--- config.mk ---
export PLATFORM = sky130hd
export DESIGN_NAME = otwd_watchdog
export DESIGN_NICKNAME = d
export VERILOG_FILES = /design/src/logic/otwd_pkg.sv /design/src/logic/otwd_watchdog.sv
export SDC_FILE = /design/constraint.sdc
export NUM_CORES = 1
export LEC_CHECK = 0
export ABC_AREA = 1
export BUFFER_PORTS_ARGS = -buffer_cell sky130_fd_sc_hd__buf_2
export CAP_MARGIN = 20
export CORE_MARGIN = 3
export CORE_UTILIZATION = 45
export CTS_BUF_LIST = sky130_fd_sc_hd__clkbuf_16
export DETAILED_ROUTE_END_ITERATION = 7
export PLACE_DENSITY_LB_ADDON = 0.3
export SKIP_LAST_GASP = 1
export SLEW_MARGIN = 20
export SYNTH_ARGS = -nofsm -noshare
export SYNTH_HDL_FRONTEND = slang
export SYNTH_SLANG_ARGS = --single-unit
--- constraint.sdc ---
create_clock -name clk_i -period 2.4 [get_ports clk_i]
set_input_delay 0.48 -clock clk_i [delete_from_list [all_inputs] [get_ports clk_i]]
set_output_delay 0.48 -clock clk_i [all_outputs]
set_load 0.05 [all_outputs]
--- src/logic/otwd_pkg.sv ---
// Purpose: Shared constants and types for the one-time enabled watchdog
// Assumes: Registers reached over classic Wishbone, byte data in low bits
// Notes: Service register index 0xa6 is not a multiple of four, so byte address is four times it
package otwd_pkg;
  localparam logic [7:0] OTWD_SERVICE_IDX = 8'ha6;
  localparam logic [9:0] OTWD_SERVICE_ADDR = {OTWD_SERVICE_IDX, 2'b00};
  localparam logic [7:0] OTWD_CTRL_IDX = 8'ha7;
  localparam logic [9:0] OTWD_CTRL_ADDR = {OTWD_CTRL_IDX, 2'b00};
  localparam logic [7:0] OTWD_KEY_FIRST = 8'h1e;
  localparam logic [7:0] OTWD_KEY_SECOND = 8'he1;
  localparam int OTWD_CNT_W = 14;
  localparam logic [13:0] OTWD_CNT_RESET = 14'h0000;
  localparam logic [13:0] OTWD_CNT_TOP = 14'h3fff;
  localparam int OTWD_CTRL_X2_BIT = 0;
  localparam int OTWD_STAT_ARMED_BIT = 1;
  localparam int OTWD_PULSE_6CLK = 98;
  localparam int OTWD_PULSE_12CLK = 196;
  localparam logic [7:0] OTWD_PULSE_6CLK_CYC = 8'(OTWD_PULSE_6CLK);
  localparam logic [7:0] OTWD_PULSE_12CLK_CYC = 8'(OTWD_PULSE_12CLK);
  localparam logic [3:0] OTWD_MC_6CLK = 4'h5;
  localparam logic [3:0] OTWD_MC_12CLK = 4'hb;

  typedef enum logic [1:0] {OTWD_IDLE, OTWD_GOT_FIRST} otwd_seq_type;

  typedef struct packed {
    logic cyc;
    logic stb;
    logic we;
    logic [11:0] adr;
    logic [3:0] sel;
    logic [31:0] dat;
  } otwd_wb_req_type;

  typedef struct packed {
    logic ack;
    logic [31:0] dat;
  } otwd_wb_rsp_type;
endpackage

--- src/logic/otwd_watchdog.sv ---
// Purpose: One-time enabled cycle watchdog with reset-out pulse
// Assumes: clk_i is the oscillator, 250 MHz; one oscillator period is one clock
// Notes: Machine cycle is 6 or 12 oscillator periods, chosen by a control bit
//
// What this block does
// RQ1: Fourteen-bit counter counts toward overflow when armed
// RQ2: Comes up disarmed after any reset
// RQ3: Writing 0x1e then 0xe1 arms it
// RQ4: Counts machine cycles; holds when oscillator stops
// RQ5: No software way to disarm once armed
// RQ6: Key pair while armed restarts counter
// RQ7: Overflow at 0x3fff resets whole device; this block clears armed, count and key state but keeps the mode bit
// RQ8: Software services within 16383 machine cycles
// RQ9: Overflow drives reset pin high outward
// RQ10: Pulse 98 or 196 oscillator periods
// RQ11: Service register is write-only
// RQ12: Counter neither readable nor writable
// RQ13: Wrong byte abandons partial key sequence
`timescale 1ns/1ns
`default_nettype none
module otwd_watchdog (
  input wire logic clk_i,
  input wire logic rst_i,
  input wire logic ce_i,
  input wire otwd_pkg::otwd_wb_req_type wb_req_i,
  output var otwd_pkg::otwd_wb_rsp_type wb_rsp_o,
  output logic rst_pin_o,
  output logic rst_pin_oe_o,
  output logic armed_o
);
  import otwd_pkg::*;

  // --------------------------------------------------------------
  // Bus decode
  // --------------------------------------------------------------
  function automatic logic hit(input logic [11:0] adr, input logic [9:0] target);
    hit = (adr[11:2] == target[9:2]);
  endfunction

  logic ack, next_ack;
  logic [31:0] rdat, next_rdat;
  logic req;
  logic wr_svc;
  logic wr_ctrl;
  assign req = wb_req_i.cyc & wb_req_i.stb & ~ack;
  assign wr_svc = req & wb_req_i.we & wb_req_i.sel[0] & hit(wb_req_i.adr, OTWD_SERVICE_ADDR);
  assign wr_ctrl = req & wb_req_i.we & wb_req_i.sel[0] & hit(wb_req_i.adr, OTWD_CTRL_ADDR);

  // --------------------------------------------------------------
  // State
  // --------------------------------------------------------------
  otwd_seq_type seq, next_seq;
  logic armed, next_armed;
  logic x2, next_x2;
  logic [OTWD_CNT_W-1:0] cnt, next_cnt;
  logic [3:0] mc, next_mc;
  logic [7:0] pulse, next_pulse;
  logic rst_out, next_rst_out;
  logic key_done;
  logic overflow;

  always_comb begin
    next_ack = req;
    next_rdat = 32'h0000_0000;
    // Service register reads as zero; counter never exposed
    if (req && !wb_req_i.we && hit(wb_req_i.adr, OTWD_CTRL_ADDR)) begin // RQ11 RQ12
      next_rdat[OTWD_CTRL_X2_BIT] = x2;
      next_rdat[OTWD_STAT_ARMED_BIT] = armed;
    end
  end

  always_comb begin
    next_seq = seq;
    key_done = 1'b0;
    if (wr_svc) begin
      case (seq)
        OTWD_IDLE: begin
          if (wb_req_i.dat[7:0] == OTWD_KEY_FIRST) begin
            next_seq = OTWD_GOT_FIRST;
          end
        end
        OTWD_GOT_FIRST: begin
          // Any byte other than 0x1e or 0xe1 drops the half-done sequence; 0x1e keeps it
          if (wb_req_i.dat[7:0] == OTWD_KEY_SECOND) begin // RQ3 RQ6
            key_done = 1'b1;
            next_seq = OTWD_IDLE;
          end else if (wb_req_i.dat[7:0] == OTWD_KEY_FIRST) begin
            next_seq = OTWD_GOT_FIRST;
          end else begin
            next_seq = OTWD_IDLE; // RQ13
          end
        end
        default: begin
          next_seq = OTWD_IDLE;
        end
      endcase
    end
    // Own reset also drops a half-done key pair
    if (overflow) begin
      next_seq = OTWD_IDLE;
    end
  end

  assign overflow = armed && (cnt == OTWD_CNT_TOP);

  // --------------------------------------------------------------
  // Bus response and key sequence registers
  // --------------------------------------------------------------
  always_ff @(posedge clk_i) begin
    if (rst_i) begin
      ack <= 1'b0;
      rdat <= 32'h0000_0000;
    end else if (ce_i) begin
      // Clock enable low models a stopped oscillator
      ack <= next_ack;
      rdat <= next_rdat;
    end
  end

  always_ff @(posedge clk_i) begin
    if (rst_i) begin
      seq <= OTWD_IDLE;
    end else if (ce_i) begin
      seq <= next_seq;
    end
  end

  // --------------------------------------------------------------
  // Clock mode control
  // --------------------------------------------------------------
  always_comb begin
    next_x2 = x2;
    if (wr_ctrl) begin
      next_x2 = wb_req_i.dat[OTWD_CTRL_X2_BIT];
    end
  end

  always_ff @(posedge clk_i) begin
    if (rst_i) begin
      x2 <= 1'b0;
    end else if (ce_i) begin
      x2 <= next_x2;
    end
  end

  // --------------------------------------------------------------
  // Arming and cycle counter
  // --------------------------------------------------------------
  always_comb begin
    next_armed = armed;
    next_cnt = cnt;
    next_mc = mc;
    if (key_done) begin
      next_armed = 1'b1; // RQ3 RQ5
    end
    if (armed) begin
      if (mc == 4'h0) begin
        next_mc = x2 ? OTWD_MC_6CLK : OTWD_MC_12CLK;
        next_cnt = cnt + 14'h0001; // RQ1 RQ4
      end else begin
        next_mc = mc - 4'h1;
      end
    end
    // Key pair wins over a count step in the same cycle
    if (key_done) begin
      next_cnt = OTWD_CNT_RESET; // RQ6
      next_mc = x2 ? OTWD_MC_6CLK : OTWD_MC_12CLK;
    end
    if (overflow) begin
      // Own reset clears the watchdog only, not the mode bit
      next_armed = 1'b0; // RQ7
      next_cnt = OTWD_CNT_RESET;
    end
  end

  always_ff @(posedge clk_i) begin
    if (rst_i) begin
      armed <= 1'b0; // RQ2
      cnt <= OTWD_CNT_RESET;
      mc <= OTWD_MC_12CLK;
    end else if (ce_i) begin
      armed <= next_armed;
      cnt <= next_cnt;
      mc <= next_mc;
    end
  end

  // --------------------------------------------------------------
  // Reset-out pulse
  // --------------------------------------------------------------
  always_comb begin
    next_pulse = pulse;
    next_rst_out = rst_out;
    if (overflow) begin
      // Count ends on zero, so the load is the length less one
      next_rst_out = 1'b1; // RQ9
      next_pulse = (x2 ? OTWD_PULSE_6CLK_CYC : OTWD_PULSE_12CLK_CYC) - 8'h01; // RQ10
    end else if (rst_out) begin
      if (pulse == 8'h00) begin
        next_rst_out = 1'b0;
      end else begin
        next_pulse = pulse - 8'h01;
      end
    end
  end

  always_ff @(posedge clk_i) begin
    if (rst_i) begin
      pulse <= 8'h00;
      rst_out <= 1'b0;
    end else if (ce_i) begin
      pulse <= next_pulse;
      rst_out <= next_rst_out;
    end
  end

  // --------------------------------------------------------------
  // Outputs
  // --------------------------------------------------------------
  assign wb_rsp_o.ack = ack;
  assign wb_rsp_o.dat = rdat;
  assign rst_pin_o = rst_out;
  assign rst_pin_oe_o = rst_out;
  assign armed_o = armed;

  // --------------------------------------------------------------
  // Check helpers
  // --------------------------------------------------------------
  // Enabled clocks since the last count step
  logic [4:0] gap, next_gap;

  always_comb begin
    next_gap = gap;
    if (!armed || key_done || overflow || mc == 4'h0) begin
      next_gap = 5'h00;
    end else begin
      next_gap = gap + 5'h01;
    end
  end

  always_ff @(posedge clk_i) begin
    if (rst_i) begin
      gap <= 5'h00;
    end else if (ce_i) begin
      gap <= next_gap;
    end
  end
endmodule
`default_nettype wire

-- Word-level counts from Yosys, hierarchy flattened
Index checks and enable logic that the tools add are counted.
- bits in registers: 34
- input bits: 54
- output and inout bits: 36
- word-level logic and storage cells: 74
- add/sub/neg operators: 4
- eq/ne operators: 8
- mux-type cells: 27
- bitwise logic cells: 7
- reduce and logical (&&, ||, !) cells: 19
- operators with widths (operator ; number):
    14-bit two-way mux ; 4
    8-bit two-way mux ; 4
    10-bit by 8-bit equality test with 1-bit output, second input constant ; 2
    4-bit two-way mux ; 4
    8-bit by 1-bit subtractor with 8-bit output, second input constant ; 2
    14-bit by 1-bit adder with 14-bit output, second input constant ; 1
    14-bit equality test, second input constant ; 1
    1-bit two-way mux ; 10
    3-bit AND reduction ; 3
    8-bit by 5-bit equality test with 1-bit output, second input constant ; 1
    8-bit equality test, second input constant ; 1
    8-bit logical NOT ; 1
    2-bit two-way mux ; 4
    2-bit nonzero test ; 4
    1-bit AND ; 6
    2-bit AND reduction ; 3
    3-bit nonzero test ; 2
    4-bit logical NOT ; 1
    2-bit one-hot mux with 2 select lines ; 1
    4-bit by 1-bit subtractor with 4-bit output, second input constant ; 1
    1-bit logical AND ; 3
    3-bit inequality test, second input constant ; 1
    2-bit by 1-bit equality test with 1-bit output, second input constant ; 1
    2-bit logical NOT ; 1
    3 further kinds ; 3

-- Logic depth before layout (Yosys ltp)
Gate-level depths: netlist of the first run.
- depth in word-level cells: 8
- depth in mapped cells: 13

-- Worst setup path before layout of the first run
No wires, ideal clock.
- kind: register to register
- from: reg armed, in the netlist armed_o
- to: reg pulse[6]
- library setup time: 115 ps
- arrival time: 1871 ps
- required time: 2285 ps
- setup slack: 414 ps
- cell stages (with the launch flop): 11
- clock period less this slack: 1986 ps
- cell sequence: dfxtp_1 > nand2_2 > nor2_8 > nand4_4 > nand2_1 > ha_1 > nand2_2 > nor2_2 > nand3_1 > nand2_1 > nor2_1
- word-level cells in the longest chain between the ends: 3
- elaborated cells between the ends (all ways): 5
- ends and longest elaborated chain (item ; RTL line ; text):
    start, declared ; otwd_watchdog.sv:53 ; logic armed, next_armed;
    start signal, assigned ; otwd_watchdog.sv:182 ; armed <= next_armed;
    1-bit logical AND * ; otwd_watchdog.sv:104 ; assign overflow = armed && (cnt == OTWD_CNT_TOP);
    2-bit inequality test (no line) or 2-bit nonzero test (tied branches) ; -- ;
    3-bit AND reduction (no line) ; -- ;
    end signal, assigned ; otwd_watchdog.sv:212 ; pulse <= next_pulse;
    end, declared ; otwd_watchdog.sv:57 ; logic [7:0] pulse, next_pulse;
Every way passes the cells marked *; elsewhere a longest branch is shown, timed or not.
A chain may end at the register's enable or synchronous reset.

-- Worst setup path in the final report of the first run
- from: reg cnt[0]
- to: reg pulse[6]
- word-level cells in the longest chain between the ends: 4
- elaborated cells between the ends (all ways): 6
- ends and longest elaborated chain (item ; RTL line ; text):
    start, declared ; otwd_watchdog.sv:55 ; logic [OTWD_CNT_W-1:0] cnt, next_cnt;
    start signal, assigned ; otwd_watchdog.sv:183 ; cnt <= next_cnt;
    14-bit equality test * ; otwd_watchdog.sv:104 ;
    1-bit logical AND * ; otwd_watchdog.sv:104 ;
    2-bit inequality test (no line) or 2-bit nonzero test (tied branches) ; -- ;
    3-bit AND reduction (no line) ; -- ;
Marks and branches as above.

==> flow_summary_export.csv, run 1 <==
group,metric,value,unit
sta,max_slew_margin,0.642,
drt,routed_wl,5340,um
drt,dr.pass1.iters,4,
hold_path,hold_path_class,"reg -> reg",
yosys,synthSimpleGateAreaFrac,0.396,
sta,setup_viol,0,
power,leakagePower,1.35,nW
global_routing,grt_pass1_wl,9250,um
final_layout,layout_common_cells,"nand2_1, nor2_1, inv_1, dfxtp_1",
global_routing,grt_max_degree,18,
floorplanning,die_x,81.7,um
clocking,root_buffer,"clkbuf_16",
hold_path,holdPathStages,2,
floorplanning,die_h,81.7,um
sta,maxSlewViolCount,0,
critical_path,start_kind,"flip-flop",
yosys,synth-edff-count,0,
yosys,synth.avg_cell_area,7.08,um^2
yosys,syn-cell-area,2580,um^2
clocking,cts_resized,0,
final_layout,finalInstanceArea,2780,um^2
yosys,synthXorXnorAreaFrac,0.0340,
critical_path,crit_path_top_delay_cell,"dfxtp_1",
global_routing,grt.overflow.total,0,
place,placed_area,2640,um^2
clocking,cts_setup_buffers,0,
critical_path,crit_path_max_incr_delay,0.40,ns
floorplanning,core,5340,um^2
floorplanning,initial_utilization,0.483,
outcome,status,"complete, no violations",
place,dp_hpwl,4110,um
place,dp.cells,455,
floorplanning,dieArea,6670,um^2
clocking,clock_latency,0.28,ns
drt,vias,2230,
yosys,synth_seq_cells,33,
floorplanning,ios,90,
critical_path,cp_top_family,"simple AND/OR/NAND/NOR gates",
floorplanning,rows,26,
global_routing,global_route.usage.total,0.176,
place,place_ws,0.319,ns
yosys,synth_cells,364,
critical_path,crit_chain,"ha_1 -> nand2_2 -> nor2_8 -> nand4_4 -> nand2_1 -> ha_1 -> nand2_2 -> nor2_2 -> nand3_1 -> nand2_1 -> nor2_1",
drt,route.detailed.drc,0,
sta,fin_skew,0.00569,ns
final_layout,fillers,545,
critical_path,criticalPathCategory,"reg -> reg",
sta,fin_crit_sh,0.879,
clocking,cts_buffers,5,
critical_path,worst-path-max-fanout,7,
sta,hold_viol_final,0,
final_layout,nNetsFinal,449,
sta,fin_crit,2.11,ns
yosys,synth_mux_area_frac,0,
place,place.gp.congestion,0.826,
power,p_per_area,475,nW/um^2
sta,clock.fmax,0.474,GHz
final_layout,post_route_cells_drive_above_1_share,0.237,
global_routing,antenna_found_initial,0,
sta,tightest_slew,0.536,ns
critical_path,crit_path_end_kind,"flip-flop",
critical_path,required,2.57,ns
drt,drtIter0Drc,122,
clocking,ctsHoldBuffers,0,
sta,setup-tns-final,0,ns
final_layout,stdcell_count,463,
yosys,async_reset_ff_frac,0,
global_routing,grt_pass1_vias,2131,
drt,ant_nets,0,
critical_path,worst-path-stages,11,
yosys,synthFlopType,"dfxtp_1",
final_layout,antenna_cells,0,
critical_path,path_buf_inv,0,
yosys,synth_top_family_by_area,"simple AND/OR/NAND/NOR gates",
power,vdd_ir_drop_max,0.000412,V
clocking,htreeDepth,2,
clocking,clk_pin_slew_worst_paths,0.05,ns
yosys,synth.distinct_cells,46,
sta,grt_setup_unrepaired,"no",
final_layout,layout.cells.most_common,"nand2_1",
final_layout,area_growth,7.67,%
clocking,clk_path_buf_depth,2,
yosys,yosysSeqAreaShare,0.256,
yosys,synth_compound_area_frac,0.119,
drt,wl_per_cell,11.5,um
yosys,synthAdderAreaFrac,0.0146,
drt,via_per_inst,4.82,
place,io_buffers,30,
critical_path,arrival,2.28,ns
run,max_cap_violations,0,
clocking,clock_sinks,33,
yosys,ys_warn_count,0,
clocking,cts_tree,"done",
critical_path,r2r_cells,11,
sta,post-route-worst-setup-slack,0.291,ns
==> Yosys cell counts (3+ instances only) <==
cell	number	area [um^2]
o21ai_0	13	65.1
o21ai_1	6	30.0
nor3_1	8	40.0
nor4_1	4	25.0
nand4_1	8	50.1
ha_1	3	37.5
nor2_4	3	33.8
nor2_8	3	60.1
buf_4	32	240
inv_1	34	128
dfxtp_1	33	661
nand3_1	19	95.1
a21oi_2	8	70.1
xor2_1	8	70.1
nor2_2	3	18.8
buf_2	3	15.0
nand2_1	65	244
nand2_4	5	56.3
nand2_2	19	119
a21oi_1	15	75.1
nor2_1	40	150
==> worst paths after layout <==
path | slack, ns | start | to
worst max-delay path | 0.29 | cnt[0] | pulse[6]
worst min-delay path | 0.48 | rdat[1] | rdat[1]
worst max register to register | 0.29 | cnt[0] | pulse[6]
worst min register to register | 0.48 | rdat[1] | rdat[1]
==> flip-flops by register name, summed over array words and instances (netlist names) <==
register   cells
mc             4
cnt           14
pulse          8
x2             1
armed_o        1
rdat           2
seq            1
rst_pin_o      1
ack            1
==> kinds of logic after synthesis <==
group / after synthesis
simple gates: 188
buf+inv: 79
compound gates: 50
flops: 33
xor+xnor: 10
fa+ha+maj: 3
other cells: 1
==> report_power, final <==
part           switching, W  total, W  internal, W
registers        0.00000107  0.000551     0.000550
logic              0.000143  0.000165    0.0000223
clock network      0.000229  0.000604     0.000375
total              0.000373   0.00132     0.000947
==> worst register-to-register path, cell delays in order, from the launching register on <==
cell and delay (ns):
dfxtp_1 0.40, ha_1 0.21, nand2_2 0.11, nor2_8 0.17, nand4_4 0.23, nand2_1 0.25
ha_1 0.26, nand2_2 0.10, nor2_2 0.10, nand3_1 0.07, nand2_1 0.06, nor2_1 0.04
==> per-layer routing <==
| layer | wire length (um) | track usage | vias up |
|---|---|---|---|
| met4 | 75 | 0.0648 | 0 |
| met2 | 2620 | 0.307 | 44 |
| met1 | 2380 | 0.212 | 1011 |
| met3 | 255 | 0.0362 | 6 |
| li1 | - | - | 1169 |
| met5 | 0 | 0 | - |
==> stage by stage <==
stage	total power [W]	util	hold WS (ns)
after floorplan	0.000737	-	0.469
after global placement	0.000725	0.495	0.464
after detailed placement	0.000727	0.495	0.469
after CTS	0.00133	0.520	0.479
after global routing	0.00138	0.520	0.506
final	0.00132	0.520	0.480
==> final cells by class <==
cell class,instances,area (um^2),area share
sequential,33,661,0.238
inverter,40,165,0.0595
timing repair buffer,31,158,0.0568
multi-input combinational,281,1570,0.565
clock inverter,3,12.5,0.00451
tap,70,87.6,0.0315
clock buffer,5,125,0.0451
Note: power is estimated with default switching activity, not from simulation.
==> inputs of run 2 (changes only) <==
Settings changed: GPL_TIMING_DRIVEN set to 0, PLACE_DENSITY set to 0.69, PLACE_DENSITY_LB_ADDON 0.3 to not set, REMOVE_ABC_BUFFERS set to 1.
==> run 2 against run 1 <==
Combinational power hardly changed. Wire length down 1.1%. Sequential share of layout area barely moved. Largest cell class unchanged. Worst setup slack better by 0.025 ns. Critical path depth stayed put. Cell area barely moved. Clock-buffer cell count unchanged. Clock skew about the same. Core utilization about the same. Cell count fell by 0.22%.
==> flow_summary_export.csv, run 2 (synthesis results as in run 1) <==
group,metric,value,unit
final_layout,nNetsFinal,448,
outcome,status,"complete, no violations",
final_layout,fin_util,0.520,
final_layout,layout.cells.most_common,"nand2_1",
clocking,clk_pin_slew_worst_paths,0.06,ns
global_routing,grt_pass1_vias,2033,
critical_path,crit_path_end_kind,"flip-flop",
global_routing,grt_max_degree,18,
sta,hold_viol_final,0,
critical_path,r2r_slack,0.32,ns
drt,vias,2219,
global_routing,global_route.usage.total,0.175,
clocking,clock_latency,0.28,ns
sta,max_slew_margin,0.657,
drt,wl_per_cell,11.4,um
power,vdd_ir_drop_max,0.000327,V
critical_path,required,2.57,ns
place,placed_area,2630,um^2
drt,routed_wl,5270,um
final_layout,area_growth,7.57,%
drt,ant_nets,0,
place,io_buffers,30,
floorplanning,die_x,81.7,um
hold_path,holdPathEnd,"rdat[1]",
critical_path,crit_chain,"ha_1 -> nand2_2 -> nor2_8 -> nand4_4 -> nand2_1 -> ha_1 -> nand2_2 -> nor2_2 -> nand3_1 -> nand2_1 -> nor2_1",
place,dp_hpwl,4050,um
clocking,cts_buffers,5,
sta,fin_skew,0.00588,ns
final_layout,antenna_cells,0,
floorplanning,rows,26,
critical_path,worst-path-max-fanout,7,
sta,setup_viol,0,
final_layout,post_route_cells_drive_above_1_share,0.240,
sta,setup-tns-final,0,ns
clocking,htreeDepth,2,
critical_path,cp_top_family,"simple AND/OR/NAND/NOR gates",
clocking,root_buffer,"clkbuf_16",
hold_path,hold_path_class,"reg -> reg",
final_layout,largest_reg_flops,14,
clocking,cts_resized,0,
global_routing,grt_pass1_wl,9180,um
sta,clock.fmax,0.480,GHz
sta,fin_crit,2.08,ns
sta,tightest_slew,0.515,ns
drt,route.detailed.drc,0,
drt,drtIter0Drc,123,
clocking,clock_sinks,33,
global_routing,grt.overflow.total,0,
critical_path,crit_path_top_delay_cell,"dfxtp_1",
critical_path,r2r_cells,11,
floorplanning,core,5340,um^2
critical_path,path_buf_inv,0,
clocking,ctsHoldBuffers,0,
floorplanning,initial_utilization,0.483,
critical_path,worst_r2r_endpoint,"pulse[6]",
sta,hold-worst-slack,0.489,ns
critical_path,start_kind,"flip-flop",
power,leakagePower,1.35,nW
hold_path,hold_start,"rdat[1]",
sta,fin_crit_sh,0.869,
global_routing,antenna_found_initial,0,
final_layout,largest-register,"cnt",
sta,grt_setup_unrepaired,"no",
floorplanning,die_h,81.7,um
critical_path,r2r-start,"cnt[0]",
critical_path,crit_path_max_incr_delay,0.39,ns
floorplanning,ios,90,
final_layout,finalInstanceArea,2770,um^2
clocking,cts_tree,"done",
clocking,cts_setup_buffers,0,
run,max_cap_violations,0,
critical_path,criticalPathCategory,"reg -> reg",
power,p_per_area,483,nW/um^2
hold_path,holdPathStages,2,
clocking,clk_path_buf_depth,2,
final_layout,layout_common_cells,"nand2_1, nor2_1, inv_1, dfxtp_1",
critical_path,arrival,2.26,ns
floorplanning,dieArea,6670,um^2
drt,dr.pass1.iters,4,
drt,via_per_inst,4.80,
place,place.gp.congestion,0.854,
sta,maxSlewViolCount,0,
final_layout,reg_top3,"cnt x14, pulse x8, mc x4",
-- run 2: cell count changes in the layout (fill, tap and decap cells not counted) --
cell        change
buf_4           -1
clkinv_1        -2
clkinv_2        +1
clkinvlp_4      +1
-- run 2: layer usage --
layer  wire length, um  global-route usage  up-vias  share of wire
li1                  -                   -     1171              -
met1              2460               0.231      995           0.47
met2              2540               0.288       46           0.48
met3               215              0.0384        7          0.041
met4                60              0.0498        0          0.011
met5                 0                   0        -              0
-- run 2: final cells by class --
cell class / count / area (um^2)
tap: 70 / 87.6
multi-input combinational: 281 / 1570
fill: 540 / 2560
clock inverter: 3 / 17.5
clock buffer: 5 / 125
timing repair buffer: 30 / 150
sequential: 33 / 661
inverter: 40 / 165
-- run 2: per-stage QoR --
stage          setup slack [ns]  instances  total power [W]
2_1_floorplan             0.413        354         0.000691
3_3_place_gp              0.243        454         0.000725
3_5_place_dp              0.242        454         0.000727
4_1_cts                   0.306        462          0.00136
5_1_grt                   0.102        462          0.00139
6_report                  0.316        462          0.00134
-- run 2: worst max-delay path by stage --
stage | startpoint | endpoint | slack (ns) | depth (start not counted)
final | cnt[0] | pulse[6] | 0.32 | 11
after global routing | cnt[0] | pulse[6] | 0.10 | 11
after CTS | cnt[0] | pulse[6] | 0.31 | 11
after detailed placement | wb_req_i[4] | cnt[3] | 0.24 | 11
after global placement | wb_req_i[4] | cnt[3] | 0.24 | 11
after floorplan | armed_o | pulse[6] | 0.41 | 10
-- run 2: worst reg2reg max path, cell delays in order (launching register included) --
cell	delay [ns]
dfxtp_1	0.39
ha_1	0.21
nand2_2	0.11
nor2_8	0.18
nand4_4	0.22
nand2_1	0.23
ha_1	0.25
nand2_2	0.10
nor2_2	0.10
nand3_1	0.07
nand2_1	0.06
nor2_1	0.04
-- run 2: power by group --
part,internal (W),total [W],switching [W],leakage [nW]
Clock,0.000380,0.000622,0.000242,0.0696
Sequential,0.000550,0.000551,0.00000102,0.266
Combinational,0.0000223,0.000165,0.000143,1.01
Total,0.000952,0.00134,0.000386,1.35
==> inputs of run 3 (changes only) <==
Settings changed: RECOVER_POWER set to 100.
==> run 3 against run 2 <==
Worst setup slack got worse by 0.018 ns. Sequential share of layout area increased by 0.43 points. Total power down 0.29%. Non-clock buffer count stayed put. Flip-flop and latch count is the same. Critical endpoint unchanged. Highest routed layer unchanged. Critical path depth unchanged. Die area did not move. Via count grew 0.27%.
==> flow_summary_export.csv, run 3 (synthesis results as in run 1) <==
group,metric,value,unit
final_layout,post_route_cells_drive_above_1_share,0.194,
drt,vias,2225,
sta,setup_viol,0,
clocking,ctsHoldBuffers,0,
drt,wl_per_cell,11.4,um
sta,maxSlewViolCount,0,
sta,clock.fmax,0.476,GHz
final_layout,reg_top3,"cnt x14, pulse x8, mc x4",
drt,routed_wl,5240,um
hold_path,hold_path_class,"reg -> reg",
final_layout,largest-register,"cnt",
run,max_cap_violations,0,
sta,fin_crit,2.10,ns
outcome,status,"complete, no violations",
global_routing,grt.overflow.total,0,
place,io_buffers,30,
clocking,root_buffer,"clkbuf_16",
power,leakagePower,1.30,nW
clocking,cts_setup_buffers,0,
sta,max_slew_margin,0.441,
critical_path,crit_path_end_kind,"flip-flop",
clocking,clock_sinks,33,
hold_path,holdPathStages,2,
drt,via_per_inst,4.82,
final_layout,fillers,553,
power,vdd_ir_drop_max,0.000328,V
global_routing,grt_pass1_vias,2033,
drt,dr.pass1.iters,4,
sta,setup-tns-final,0,ns
clocking,cts_tree,"done",
sta,hold_viol_final,0,
place,place_ws,0.242,ns
sta,grt_setup_unrepaired,"no",
clocking,htreeDepth,2,
floorplanning,die_x,81.7,um
place,place.gp.congestion,0.854,
global_routing,global_route.usage.total,0.175,
global_routing,antenna_found_initial,0,
clocking,clk_pin_slew_worst_paths,0.06,ns
floorplanning,core,5340,um^2
critical_path,criticalPathCategory,"reg -> reg",
drt,drtIter0Drc,140,
floorplanning,dieArea,6670,um^2
final_layout,layout.cells.most_common,"nand2_1",
critical_path,start_kind,"flip-flop",
drt,ant_nets,0,
place,dp_hpwl,4050,um
clocking,clock_latency,0.28,ns
clocking,clk_path_buf_depth,2,
sta,fin_crit_sh,0.876,
final_layout,layout_common_cells,"nand2_1, nor2_1, inv_1, dfxtp_1, conb_1",
drt,route.detailed.drc,0,
sta,post-route-worst-setup-slack,0.297,ns
global_routing,grt_pass1_wl,9180,um
final_layout,largest_reg_flops,14,
global_routing,grt_max_degree,18,
clocking,cts_resized,0,
final_layout,area_growth,5.68,%
final_layout,antenna_cells,0,
critical_path,r2r_cells,11,
critical_path,required,2.57,ns
floorplanning,rows,26,
floorplanning,ios,90,
power,p_per_area,490,nW/um^2
final_layout,nNetsFinal,448,
critical_path,worst-path-max-fanout,7,
sta,tightest_slew,0.838,ns
clocking,cts_buffers,5,
critical_path,arrival,2.28,ns
floorplanning,die_h,81.7,um
floorplanning,initial_utilization,0.483,
sta,fin_skew,0.00565,ns
-- run 3: changes by cell type in the layout (fill, tap and decap cells not counted), sizes merged --
cell / change
buf: -7
clkbuf: +7
-- run 3: area by class of cell --
type,instances,area (um^2),share of cell area
Sequential cell,33,661,0.242
Timing Repair Buffer,30,141,0.0519
Clock inverter,3,17.5,0.00643
Clock buffer,5,125,0.0459
Multi-Input combinational cell,281,1530,0.561
Tap cell,70,87.6,0.0321
Inverter,40,165,0.0606
-- run 3: path summary, 6_finish.rpt --
path,startpoint,to,slack [ns]
worst max register to register,cnt[0],pulse[6],0.30
worst min-delay path,rdat[1],rdat[1],0.49
worst min register to register,rdat[1],rdat[1],0.49
worst max-delay path,cnt[0],pulse[6],0.30
-- run 3: worst max-delay path, cell delays in order (launching register included) --
cell and delay, ns:
dfxtp_1 0.39, ha_1 0.21, nand2_2 0.11, nor2_8 0.18, nand4_4 0.21, nand2_1 0.22
ha_1 0.24, nand2_1 0.13, nor2_2 0.11, nand3_1 0.07, nand2_1 0.06, nor2_1 0.04
-- run 3: through the flow --
step                area [um^2]  cells  hold WS, ns  utilization  power [W]
floorplan                  2390    354        0.469            -   0.000691
global placement           2630    454        0.468        0.493   0.000725
detailed placement         2630    454        0.470        0.493   0.000727
CTS                        2770    462        0.479        0.520    0.00136
global route               2730    462        0.528        0.511    0.00139
finish                     2730    462        0.489        0.511    0.00133
-- run 3: power breakdown --
part           internal, W  switching (W)  leakage, nW  total [W]
Combinational    0.0000214       0.000142        0.961   0.000164
Sequential        0.000550     0.00000107        0.266   0.000551
Clock             0.000380       0.000240       0.0696   0.000620
-- run 3: metal layers --
| metal | global-route usage | vias up | share of wire | wire length, um |
|---|---|---|---|---|
| met3 | 0.0384 | 7 | 0.046 | 242 |
| met1 | 0.231 | 1005 | 0.45 | 2360 |
| met5 | 0 | - | 0 | 0 |
| li1 | - | 1172 | - | - |
| met4 | 0.0498 | 0 | 0.011 | 60 |
| met2 | 0.288 | 41 | 0.49 | 2580 |
